$ cat config.mk
export PLATFORM = sky130hd
export DESIGN_NAME = crf_freq_measure
export DESIGN_NICKNAME = d
export VERILOG_FILES = /design/src/hdl/crf_pkg.sv /design/src/hdl/crf_freq_measure.sv /design/src/hdl/crf_sync.sv /design/src/hdl/crf_counter.sv
export VERILOG_INCLUDE_DIRS = /design/src /design/src/hdl
export SDC_FILE = /design/constraint.sdc
export NUM_CORES = 1
export LEC_CHECK = 0
export ABC_AREA = 1
export BUFFER_PORTS_ARGS = -buffer_cell sky130_fd_sc_hd__clkbuf_2
export CELL_PAD_IN_SITES_DETAIL_PLACEMENT = 1
export CELL_PAD_IN_SITES_GLOBAL_PLACEMENT = 1
export CORE_UTILIZATION = 36
export DETAILED_ROUTE_END_ITERATION = 12
export PLACE_DENSITY_LB_ADDON = 0.12
export SKIP_CTS_REPAIR_TIMING = 1
export SYNTH_ARGS = -nofsm -noshare
export SYNTH_HDL_FRONTEND = slang
export SYNTH_SLANG_ARGS = --single-unit
export TNS_END_PERCENT = 10
$ cat constraint.sdc
create_clock -name clk -period 2.9 [get_ports clk]
set_clock_uncertainty 0.2 [all_clocks]
set_input_delay 0.145 -clock clk [delete_from_list [all_inputs] [get_ports clk]]
set_output_delay 0.145 -clock clk [all_outputs]
set_load 0.1 [all_outputs]
$ cat src/hdl/crf_params.svh
// Register map, field positions, reset values and timing counts of the
// capacitance/resistance-to-frequency measurement block.
// Assumes byte addresses on an 8-bit APB address, one word per register.
`ifndef CRF_PARAMS_SVH
`define CRF_PARAMS_SVH
`define CRF_OFS_CTRL 8'h00
`define CRF_OFS_MODE 8'h04
`define CRF_OFS_A_LOW 8'h08
`define CRF_OFS_A_HIGH 8'h0c
`define CRF_OFS_B_LOW 8'h10
`define CRF_OFS_B_HIGH 8'h14
`define CRF_OFS_SEL_LOW 8'h18
`define CRF_OFS_SEL_HIGH 8'h1c
`define CRF_OFS_PULL 8'h20
`define CRF_OFS_STATUS 8'h24
`define CRF_OFS_CLEAR 8'h28
`define CRF_OFS_ENABLE 8'h2c
`define CRF_CTRL_RUN_BIT 4
`define CRF_CTRL_REFSEL_BIT 5
`define CRF_MODE_OVFSEL_BIT 1
`define CRF_FLAG_BIT 0
`define CRF_PAIR_CH8_BIT 4
`define CRF_BIT_RST 1'b0
`define CRF_BYTE_RST 8'h00
`define CRF_WORD_RST 32'h0000_0000
`define CRF_CNT_RST 16'h0000
`define CRF_PRE_RST 2'h0
`define CRF_PRE_LAST 2'h3
`endif

$ cat src/hdl/crf_pkg.sv
// Types shared by the measurement block and its users.
// Assumes nothing beyond a SystemVerilog compiler.
package crf_pkg;
  typedef enum logic [1:0] {
    CRF_IDLE = 2'b01,
    CRF_RUN = 2'b10
  } crf_state_t;
  typedef struct packed {
    logic [8:0] select;
    logic [8:0] pullLow;
  } crf_switch_t;
endpackage

$ cat src/hdl/crf_freq_measure.sv
// Capacitance/resistance-to-frequency measurement block with APB registers.
// Assumes an APB master on clk and an RC oscillator signal on rcOscIn.
// Overview of operation
// Two independent 16-bit count-up counters, A and B, measure the frequency.
// Counter A counts system clock, or system clock divided by four.
// Counter B counts edges of the external RC oscillator.
// Overflow-select bit picks counter A or B overflow as the end.
// Selected overflow sets the done flag and requests the interrupt.
// Selected overflow clears the run bit and stops both counters together.
// Setting the run bit starts both counters until the selected overflow.
// Low-byte write only fills the shared buffer; counters stay unchanged.
// High-byte write loads high byte plus buffered low byte at once.
// High-byte read copies the counter's low byte into the buffer.
// Low-byte read returns the buffer; software reads high byte first.
// While running, counter byte reads and writes have no effect.
// Two select registers route one of nine channels to the oscillator.
// Pull-low register grounds inactive channels, one bit per channel pair.
// Select bits of channels used as plain I/O do nothing, read zero.
// Software clears pull-low bits of channels used as plain I/O.
// Software keeps pull-low register bits seven to five at zero.
// Overflow is a running counter wrapping to zero; idle counters hold.
//
// Chosen here: the address map and the APB interface to the registers.
`timescale 1ns/1ps
`default_nettype none
`include "crf_params.svh"
module crf_freq_measure
  import crf_pkg::*;
(
  input wire logic clk,
  input wire logic reset_n,
  input wire logic psel,
  input wire logic penable,
  input wire logic pwrite,
  input wire logic [7:0] paddr,
  input wire logic [31:0] pwdata,
  output logic [31:0] prdata,
  output logic pready,
  output logic pslverr,
  input wire logic rcOscIn,
  input wire logic [7:0] ioModeLow,
  input wire logic ioModeHigh,
  output crf_switch_t switchCtrl,
  output logic irq
);
  crf_state_t state_q, state_d;
  logic refSel_q, refSel_d;
  logic ovfSel_q, ovfSel_d;
  logic [7:0] lowBuf_q, lowBuf_d;
  logic [7:0] chanLow_q, chanLow_d;
  logic chanHigh_q, chanHigh_d;
  logic [7:0] pull_q, pull_d;
  logic flag_q, flag_d;
  logic irqEn_q, irqEn_d;
  logic [1:0] pre_q, pre_d;
  logic [31:0] prdata_q, prdata_d;
  logic pslverr_q, pslverr_d;
  crf_switch_t switch_q, switch_d;
  logic oscPrev_q;
  logic oscSync;
  logic setup, access, wr, rd, running;
  logic tickA, tickB, ldA, ldB, wrapA, wrapB, selOvf;
  logic [15:0] cntA, cntB;
  logic [31:0] readValue;

  // Address match helper
  function automatic logic hit(input logic [7:0] a, input logic [7:0] ofs);
    return a == ofs;
  endfunction

  function automatic logic isMapped(input logic [7:0] a);
    return a[1:0] == 2'b00 && a <= `CRF_OFS_ENABLE;
  endfunction

  assign setup = psel && !penable;
  assign access = psel && penable;
  assign wr = access && pwrite;
  assign rd = access && !pwrite;
  assign running = state_q == CRF_RUN;

  crf_sync uOscSync (
    .clk(clk),
    .reset_n(reset_n),
    .asyncIn(rcOscIn),
    .syncOut(oscSync)
  );

  always_ff @(posedge clk or negedge reset_n) begin
    if (!reset_n) begin
      oscPrev_q <= 1'b0;
    end else begin
      oscPrev_q <= oscSync;
    end
  end

  assign tickA = running && (!refSel_q || pre_q == `CRF_PRE_LAST);
  assign tickB = running && oscSync && !oscPrev_q;
  assign ldA = wr && !running && hit(paddr, `CRF_OFS_A_HIGH);
  assign ldB = wr && !running && hit(paddr, `CRF_OFS_B_HIGH);
  assign selOvf = running && (ovfSel_q ? wrapA : wrapB);

  crf_counter #(.WIDTH(16)) uCntA (
    .clk(clk),
    .reset_n(reset_n),
    .tick(tickA),
    .load(ldA),
    .loadValue({pwdata[7:0], lowBuf_q}),
    .count(cntA),
    .wrap(wrapA)
  );

  crf_counter #(.WIDTH(16)) uCntB (
    .clk(clk),
    .reset_n(reset_n),
    .tick(tickB),
    .load(ldB),
    .loadValue({pwdata[7:0], lowBuf_q}),
    .count(cntB),
    .wrap(wrapB)
  );

  // Read data, sampled in the setup phase
  always_comb begin
    readValue = `CRF_WORD_RST;
    case (paddr)
      `CRF_OFS_CTRL: begin
        readValue[`CRF_CTRL_RUN_BIT] = running;
        readValue[`CRF_CTRL_REFSEL_BIT] = refSel_q;
      end
      `CRF_OFS_MODE: readValue[`CRF_MODE_OVFSEL_BIT] = ovfSel_q;
      `CRF_OFS_A_LOW, `CRF_OFS_B_LOW: begin
        if (!running) readValue[7:0] = lowBuf_q;
      end
      `CRF_OFS_A_HIGH: if (!running) readValue[7:0] = cntA[15:8];
      `CRF_OFS_B_HIGH: if (!running) readValue[7:0] = cntB[15:8];
      `CRF_OFS_SEL_LOW: readValue[7:0] = chanLow_q & ~ioModeLow;
      `CRF_OFS_SEL_HIGH: readValue[0] = chanHigh_q && !ioModeHigh;
      `CRF_OFS_PULL: readValue[7:0] = pull_q;
      `CRF_OFS_STATUS: readValue[`CRF_FLAG_BIT] = flag_q;
      `CRF_OFS_ENABLE: readValue[`CRF_FLAG_BIT] = irqEn_q;
      default: readValue = `CRF_WORD_RST;
    endcase
  end

  always_comb begin
    state_d = state_q;
    refSel_d = refSel_q;
    ovfSel_d = ovfSel_q;
    lowBuf_d = lowBuf_q;
    chanLow_d = chanLow_q;
    chanHigh_d = chanHigh_q;
    pull_d = pull_q;
    flag_d = flag_q;
    irqEn_d = irqEn_q;
    pre_d = running ? pre_q + 2'h1 : `CRF_PRE_RST;
    prdata_d = (setup && !pwrite) ? readValue : prdata_q;
    pslverr_d = setup ? !isMapped(paddr) : pslverr_q;
    case (state_q)
      CRF_IDLE: begin
        if (wr && hit(paddr, `CRF_OFS_CTRL) && pwdata[`CRF_CTRL_RUN_BIT]) begin
          state_d = CRF_RUN;
        end
      end
      CRF_RUN: begin
        if (selOvf) begin
          state_d = CRF_IDLE;
        end else if (wr && hit(paddr, `CRF_OFS_CTRL)) begin
          if (!pwdata[`CRF_CTRL_RUN_BIT]) state_d = CRF_IDLE;
        end
      end
      default: state_d = CRF_IDLE;
    endcase
    if (wr) begin
      if (hit(paddr, `CRF_OFS_CTRL)) refSel_d = pwdata[`CRF_CTRL_REFSEL_BIT];
      if (hit(paddr, `CRF_OFS_MODE)) ovfSel_d = pwdata[`CRF_MODE_OVFSEL_BIT];
      if (hit(paddr, `CRF_OFS_SEL_LOW)) chanLow_d = pwdata[7:0];
      if (hit(paddr, `CRF_OFS_SEL_HIGH)) chanHigh_d = pwdata[0];
      // Upper bits are stored but drive nothing
      if (hit(paddr, `CRF_OFS_PULL)) pull_d = pwdata[7:0];
      if (hit(paddr, `CRF_OFS_ENABLE)) irqEn_d = pwdata[`CRF_FLAG_BIT];
      if (hit(paddr, `CRF_OFS_CLEAR) && pwdata[`CRF_FLAG_BIT]) begin
        flag_d = 1'b0;
      end
    end
    if (!running) begin
      if (wr && (hit(paddr, `CRF_OFS_A_LOW) || hit(paddr, `CRF_OFS_B_LOW))) begin
        lowBuf_d = pwdata[7:0];
      end
      if (rd && hit(paddr, `CRF_OFS_A_HIGH)) lowBuf_d = cntA[7:0];
      if (rd && hit(paddr, `CRF_OFS_B_HIGH)) lowBuf_d = cntB[7:0];
    end
    // A set in the clearing cycle wins
    if (selOvf) flag_d = 1'b1;
  end

  // Switch outputs: selected channel and pull-low of the inactive ones
  always_comb begin
    switch_d.select = {chanHigh_q && !ioModeHigh,
                       chanLow_q & ~ioModeLow};
    for (int i = 0; i < 8; i++) begin
      switch_d.pullLow[i] = pull_q[i/2] && !switch_d.select[i];
    end
    switch_d.pullLow[8] = pull_q[`CRF_PAIR_CH8_BIT] && !switch_d.select[8];
  end

  always_ff @(posedge clk or negedge reset_n) begin
    if (!reset_n) begin
      state_q <= CRF_IDLE;
      refSel_q <= `CRF_BIT_RST;
      ovfSel_q <= `CRF_BIT_RST;
      lowBuf_q <= `CRF_BYTE_RST;
      chanLow_q <= `CRF_BYTE_RST;
      chanHigh_q <= `CRF_BIT_RST;
      pull_q <= `CRF_BYTE_RST;
      flag_q <= `CRF_BIT_RST;
      irqEn_q <= `CRF_BIT_RST;
      pre_q <= `CRF_PRE_RST;
      prdata_q <= `CRF_WORD_RST;
      pslverr_q <= `CRF_BIT_RST;
      switch_q <= '0;
    end else begin
      state_q <= state_d;
      refSel_q <= refSel_d;
      ovfSel_q <= ovfSel_d;
      lowBuf_q <= lowBuf_d;
      chanLow_q <= chanLow_d;
      chanHigh_q <= chanHigh_d;
      pull_q <= pull_d;
      flag_q <= flag_d;
      irqEn_q <= irqEn_d;
      pre_q <= pre_d;
      prdata_q <= prdata_d;
      pslverr_q <= pslverr_d;
      switch_q <= switch_d;
    end
  end

  assign prdata = prdata_q;
  assign pready = 1'b1;
  assign pslverr = pslverr_q;
  assign switchCtrl = switch_q;
  assign irq = flag_q && irqEn_q;
endmodule
`default_nettype wire

$ cat src/hdl/crf_sync.sv
// Two-flip-flop synchroniser for one level from outside the clock domain.
// Assumes the input is a slow level compared with clk.
`timescale 1ns/1ps
`default_nettype none
module crf_sync (
  input wire logic clk,
  input wire logic reset_n,
  input wire logic asyncIn,
  output logic syncOut
);
  logic meta_q;
  logic sync_q;

  always_ff @(posedge clk or negedge reset_n) begin
    if (!reset_n) begin
      meta_q <= 1'b0;
      sync_q <= 1'b0;
    end else begin
      meta_q <= asyncIn;
      sync_q <= meta_q;
    end
  end

  assign syncOut = sync_q;
endmodule
`default_nettype wire

$ cat src/hdl/crf_counter.sv
// Count-up counter with parallel load and a wrap indication.
// Assumes tick and load are single-cycle qualifiers on clk.
`timescale 1ns/1ps
`default_nettype none
`include "crf_params.svh"
module crf_counter #(
  parameter int WIDTH = 16
) (
  input wire logic clk,
  input wire logic reset_n,
  input wire logic tick,
  input wire logic load,
  input wire logic [WIDTH-1:0] loadValue,
  output logic [WIDTH-1:0] count,
  output logic wrap
);
  logic [WIDTH-1:0] cnt_q;
  logic [WIDTH-1:0] cnt_d;

  always_comb begin
    cnt_d = cnt_q;
    if (load) begin
      cnt_d = loadValue;
    end else if (tick) begin
      cnt_d = cnt_q + 1'b1;
    end
  end

  always_ff @(posedge clk or negedge reset_n) begin
    if (!reset_n) begin
      cnt_q <= '0;
    end else begin
      cnt_q <= cnt_d;
    end
  end

  assign count = cnt_q;
  // Wrap from all ones to zero
  assign wrap = tick && (&cnt_q);
endmodule
`default_nettype wire

-- After elaboration in Yosys (flattened, before gate mapping)
Index checks and enable logic that the tools add are counted.
- muxes and demuxes: 25
- bitwise operators: 3
- eq/ne operators: 17
- $add $sub $neg: 3
- magnitude comparators: 1
- reductions and logical operators: 69
- operator list (operator ; count):
    16-bit 2-to-1 mux ; 4
    8-bit 2-to-1 mux ; 6
    16-bit by 1-bit adder with 16-bit output (second input constant) ; 2
    8-bit by 5-bit == test with 1-bit output (second input constant) ; 4
    8-bit by 6-bit == test with 1-bit output (second input constant) ; 4
    1-bit logical AND ; 32
    16-bit AND reduction ; 2
    2-bit case mux with 5 select lines ; 2
    8-bit by 4-bit == test with 1-bit output (second input constant) ; 2
    1-bit logical NOT ; 16
    2-bit AND reduction ; 8
    2-bit case mux with 6 select lines ; 1
    2-bit 2-to-1 mux ; 5
    8-bit bitwise AND ; 1
    8-bit by 3-bit == test with 1-bit output (second input constant) ; 1
    8-bit by 6-bit <= comparator with 1-bit output (second input constant) ; 1
    8-bit logical NOT ; 1
    8-bit inverter ; 1
    1-bit case mux with 8 select lines ; 1
    2-bit nonzero test ; 4
    1-bit case mux with 6 select lines ; 1
    2-bit == test (second input constant) ; 2
    1-bit 2-to-1 mux ; 4
    2-bit case mux with 2 select lines ; 1
    other kinds (11) ; 12
- bits in registers: 95

-- Depth between registers and ports, before layout
- depth in word-level cells: 8
- depth in mapped cells: 11
- mapped depth without buffers: 11

-- By module
From an unflattened synthesis, not the netlist that was laid out.
- cell total of the unflattened synthesis: 758
- area total of the unflattened synthesis: 5616.6 µm²
- modules (own cells, without submodules) (module ; times used ; cells each ; area an instance (µm²) ; seq. area each (µm²)):
    crf_freq_measure ; 1 ; 470 ; 3469.6 ; 1527.7
    crf_counter ; 2 ; 143 ; 1048.5 ; 400.4
    crf_sync ; 1 ; 2 ; 50.0 ; 50.0

-- Worst setup path before layout
Ideal clock, no wire load.
- path kind: reg2reg
- start: reg pre_q[0]
- end: reg uCntA.cnt_q[10], in the netlist uCntA.count[10]
- period minus slack after synthesis: 1.599 ns
- arrival: 1.261 ns
- slack: 1.301 ns
- path buffers: 1
- stages on the path, launching flop included: 7
- cells stage by stage: dfrtp_1 > ha_1 > o21ai_2 > inv_1 > buf_2 > nand3_1 > o221ai_1
- longest elaborated chain between the ends: 4
- ends and longest elaborated chain (item ; line ; text):
    from (decl) ; crf_freq_measure.sv:55 ; logic [1:0] pre_q, pre_d;
    from (signal assigned) ; crf_freq_measure.sv:217 ; pre_q <= `CRF_PRE_RST;
    from (signal assigned) ; crf_freq_measure.sv:231 ; pre_q <= pre_d;
    2-bit == test (no source line) ; n/a ;
    1-bit logical OR (no source line) ; n/a ;
    1-bit logical AND ; crf_freq_measure.sv:96 ; assign tickA = running && (!refSel_q || pre_q == `CRF_PRE_LAST);
    2-bit nonzero test (no source line) ; n/a ;
    to (signal assigned) ; crf_counter.sv:33 ; cnt_q <= cnt_d;
    to (decl) ; crf_counter.sv:17 ; logic [WIDTH-1:0] cnt_q;
No other way between the ends.
A chain may end at the register's enable or synchronous reset.

-- Final worst setup path
- start: reg uCntB.cnt_q[0], in the netlist uCntB.count[0]
- end: reg state_q[0]
- longest elaborated chain between the ends: 6
- ends and longest elaborated chain (item ; line ; text):
    from (decl) ; crf_counter.sv:17 ;
    from (signal assigned) ; crf_counter.sv:33 ;
    16-bit AND reduction * ; crf_counter.sv:39 ; assign wrap = tick && (&cnt_q);
    1-bit logical AND * ; crf_counter.sv:39 ;
    1-bit 2-to-1 mux * ; crf_freq_measure.sv:100 ; assign selOvf = running && (ovfSel_q ? wrapA : wrapB);
    1-bit logical AND * ; crf_freq_measure.sv:100 ;
    3-bit by 1-bit inequality test with 1-bit output (no source line), or another cell as far along ; n/a ;
    3-bit AND reduction (no source line) / 2-bit case mux with 2 select lines (equally long branches) ; n/a ;
    to (signal assigned) ; crf_freq_measure.sv:222 ; state_q <= state_d;
    to (decl) ; crf_freq_measure.sv:46 ; crf_state_t state_q, state_d;
Mark *: on every way between the ends. The rest lies on a longest branch, timed or not.

==> impl_metrics.py <==
metrics = {
    "timing": {
        "setup_tns_ps": 0,
        "rsz0062_at_grt": "no",
        "fin_crit_sh_pct": 71.5,
        "slew_headroom_pct": 59.6,
        "hold_viol_final": 0,
        "period_minus_slack_ps": 2070,
        "fin_hold_ws_ps": 0.439,
        "setup-violations-final": 0,
        "worstMarginPinSlew_ps": 606,
        "fmax_mhz": 482,
        "slew_viol_final": 0,
    },
    "synth": {
        "synth-async-reset-ratio_pct": 100,
        "synthCells": 744,
        "synth_cell_type_count": 41,
        "synth_edf_count": 0,
        "ys_ff_latch": 95,
        "syn_area_um2": 5590,
        "ys_warn_count": 0,
        "syn-mean-instance-area_um2": 7.51,
        "ys.flop_type": "dfrtp_1",
        "ys_seq_area_share_pct": 42.6,
    },
    "critical_path": {
        "crit_arrival_ps": 2170,
        "r2r-start": "uCntB.count[0]",
        "r2r_cells": 9,
        "worst-path-max-fanout": 5,
        "required_ps": 3000,
        "ff2ff_setup_slack_ps": 830,
        "setup.worst_path.start": "uCntB.count[0]",
        "crit_end": "state_q[0]",
        "r2r-end": "state_q[0]",
        "crit_type": "reg -> reg",
        "worstSetupStartpointType": "flop",
        "endpoint_kind": "flop",
    },
    "power": {
        "vdd_drop_max_mv": 0.269,
        "p_sw_uw": 965,
        "switching_share_pct": 31.2,
        "power.density_nw_per_um2": 480,
        "p_leak_uw": 0.00347,
        "p_int_uw": 2130,
        "p_comb_share_pct": 15.1,
        "power_frac_seq_pct": 44.7,
        "clkPwrFrac_pct": 40.1,
    },
    "floorplan": {
        "core-area_um2": 15100,
        "std_cell_rows": 45,
        "design.die.area_um2": 16000,
        "ios": 108,
        "die_w_um": 127,
        "die_y_um": 127,
        "start_util_pct": 36.9,
    },
    "cells_and_area": {
        "num_antenna_cells": 0,
        "syn2layout_area_growth_pct": 15.3,
        "finalNetCount": 879,
        "drive_above_1_share_pct": 17.4,
        "fillCellCount": 1898,
    },
    "clocking": {
        "cts_buffer_depth": 2,
        "numCtsBuffers": 9,
        "clock-sinks": 95,
        "clkLatencyLatePin_ps": 370,
        "ctsRootBufferMaster": "clkbuf_16",
        "clk_pin_slew_ps": 80,
        "cts_tree": "done",
        "htree_levels": 3,
    },
    "detailed_routing": {
        "drt_iter0_drc": 231,
        "vias": 4985,
        "drc": 0,
        "viasPerCell": 4.92,
        "wirelength_um": 16800,
        "dr.pass1.iters": 4,
        "wire_per_inst_um": 16.6,
        "final_antenna_net_count": 0,
    },
    "global_route": {
        "antenna_found_initial": 0,
        "grt_max_degree": 58,
        "grt_pass1_vias": 5091,
        "grt_first_pass_wirelength_um": 27000,
        "grt_use_total_pct": 22.1,
        "overflow": 0,
    },
    "placement": {
        "port_buffers": 58,
        "dp_hpwl_um": 12800,
        "gp_congestion": 0.860,
    },
    "job": {
        "maxCapViolCount": 0,
    },
    "hold_path": {
        "hold_class": "in -> reg",
    },
    "outcome": {
        "status": "complete, no violations",
    },
}
metal layers:
metal  track usage (%)  vias to the layer above  part of all wire [%]
met5                 0                        -                     0
li1                  -                     2445                     -
met1              27.7                     2428                    46
met3              4.09                       29                   3.3
met2              38.1                       83                    48
met4              7.73                        0                   2.1
sequential cells by signal, summed over array words and instances (netlist names), 2 cells and up:
signal,flops
switchCtrl,18
uCntB.count,16
prdata,8
lowBuf_q,8
pull_q,8
uCntA.count,16
state_q,2
pre_q,2
chanLow_q,8
Yosys cell counts (5+ instances only):
master,number,area share [%]
buf_2,6,0.54
o21ai_2,9,1.4
dfrtp_1,94,42
o21ai_0,15,1.3
o221ai_1,5,0.78
nor2_4,8,1.6
nand2_4,6,1.2
inv_1,73,4.9
nand3_1,67,6.0
buf_4,25,3.4
a21oi_1,8,0.72
nor2_1,79,5.3
o211ai_1,9,1.2
nand2_2,12,1.3
nand4_1,7,0.78
nand2_1,237,16
xor2_1,10,1.6
nor3_1,5,0.45
inv_2,15,1.0
buf_6,6,1.2
nor2_2,8,0.90
o21ai_1,11,0.99
area by class of cell:
cell class | instances | area, um2 | share of cell area, %
Clock buffer | 11 | 233 | 3.61
Tap cell | 188 | 235 | 3.65
Clock inverter | 5 | 63.8 | 0.990
Multi-Input combinational cell | 544 | 2650 | 41.2
Timing Repair Buffer | 81 | 528 | 8.20
Sequential cell | 95 | 2380 | 36.9
Inverter | 90 | 352 | 5.46
worst max-delay path, stage by stage, from the launching register on:
cell and delay [ps]:
dfrtp_1 440, ha_1 220, nand3_1 110, nor2_1 190, nand2_1 140, nor2_1 220
nand3_1 210, nand2_1 140, nor2_1 50, nor2_1 100
stage by stage:
step	cells	utilization [%]	total power, uW	setup slack [ps]	area [um2]
floorplan	767	-	1760	1300	5670
global placement	978	39.3	1850	941	5950
detailed placement	978	39.3	1860	891	5950
CTS	994	41.2	3100	853	6240
global route	1014	42.5	3210	650	6440
finish	1014	42.5	3090	826	6440
power by group through the flow:
stage	Clock [uW]	Combinational [uW]	Sequential, uW
4_1_cts	1260	451	1380
3_5_place_dp	0	450	1410
2_1_floorplan	0	315	1440
6_report	1240	468	1380
3_3_place_gp	0	442	1410
5_1_grt	1310	506	1390
cells by family after synthesis:
logic type,Yosys count,synth area share [%]
flip-flops,95,42.6
adder cells (fa/ha/maj),3,0.672
AO/OA/AOI/OAI,63,7.33
AND/OR/NAND/NOR,440,35.8
buffers and inverters,128,11.5
XOR/XNOR,13,2.04
other,2,0.134
worst min-delay path by stage:
| stage | from | end | slack, ps | cells after the start |
|---|---|---|---|---|
| 2_1_floorplan | reset_n | chanHigh_q | -350 | 0 |
| 4_1_cts | reset_n | uCntB.count[11] | -400 | 1 |
| 3_3_place_gp | reset_n | pslverr | -10 | 1 |
| 6_report | paddr[6] | pslverr | 0.4 | 5 |
| 5_1_grt | pwrite | prdata[5] | 50 | 4 |
| 3_5_place_dp | reset_n | pslverr | -10 | 1 |
cell usage in the layout (no fill, tap or decap), drive strengths merged, types with 3 or more instances in the layout:
cell,instances
o21ai,35
a21oi,8
nor2,95
clkbuf,68
nand4,7
o211ai,10
o221ai,5
nand3,72
xor2,10
buf,4
dfrtp,94
nand2,256
xnor2,3
inv,90
ha,3
dlygate4sd3,20
clkinv,3
conb,25
nor3,5
(Power assumes the default switching activity.)
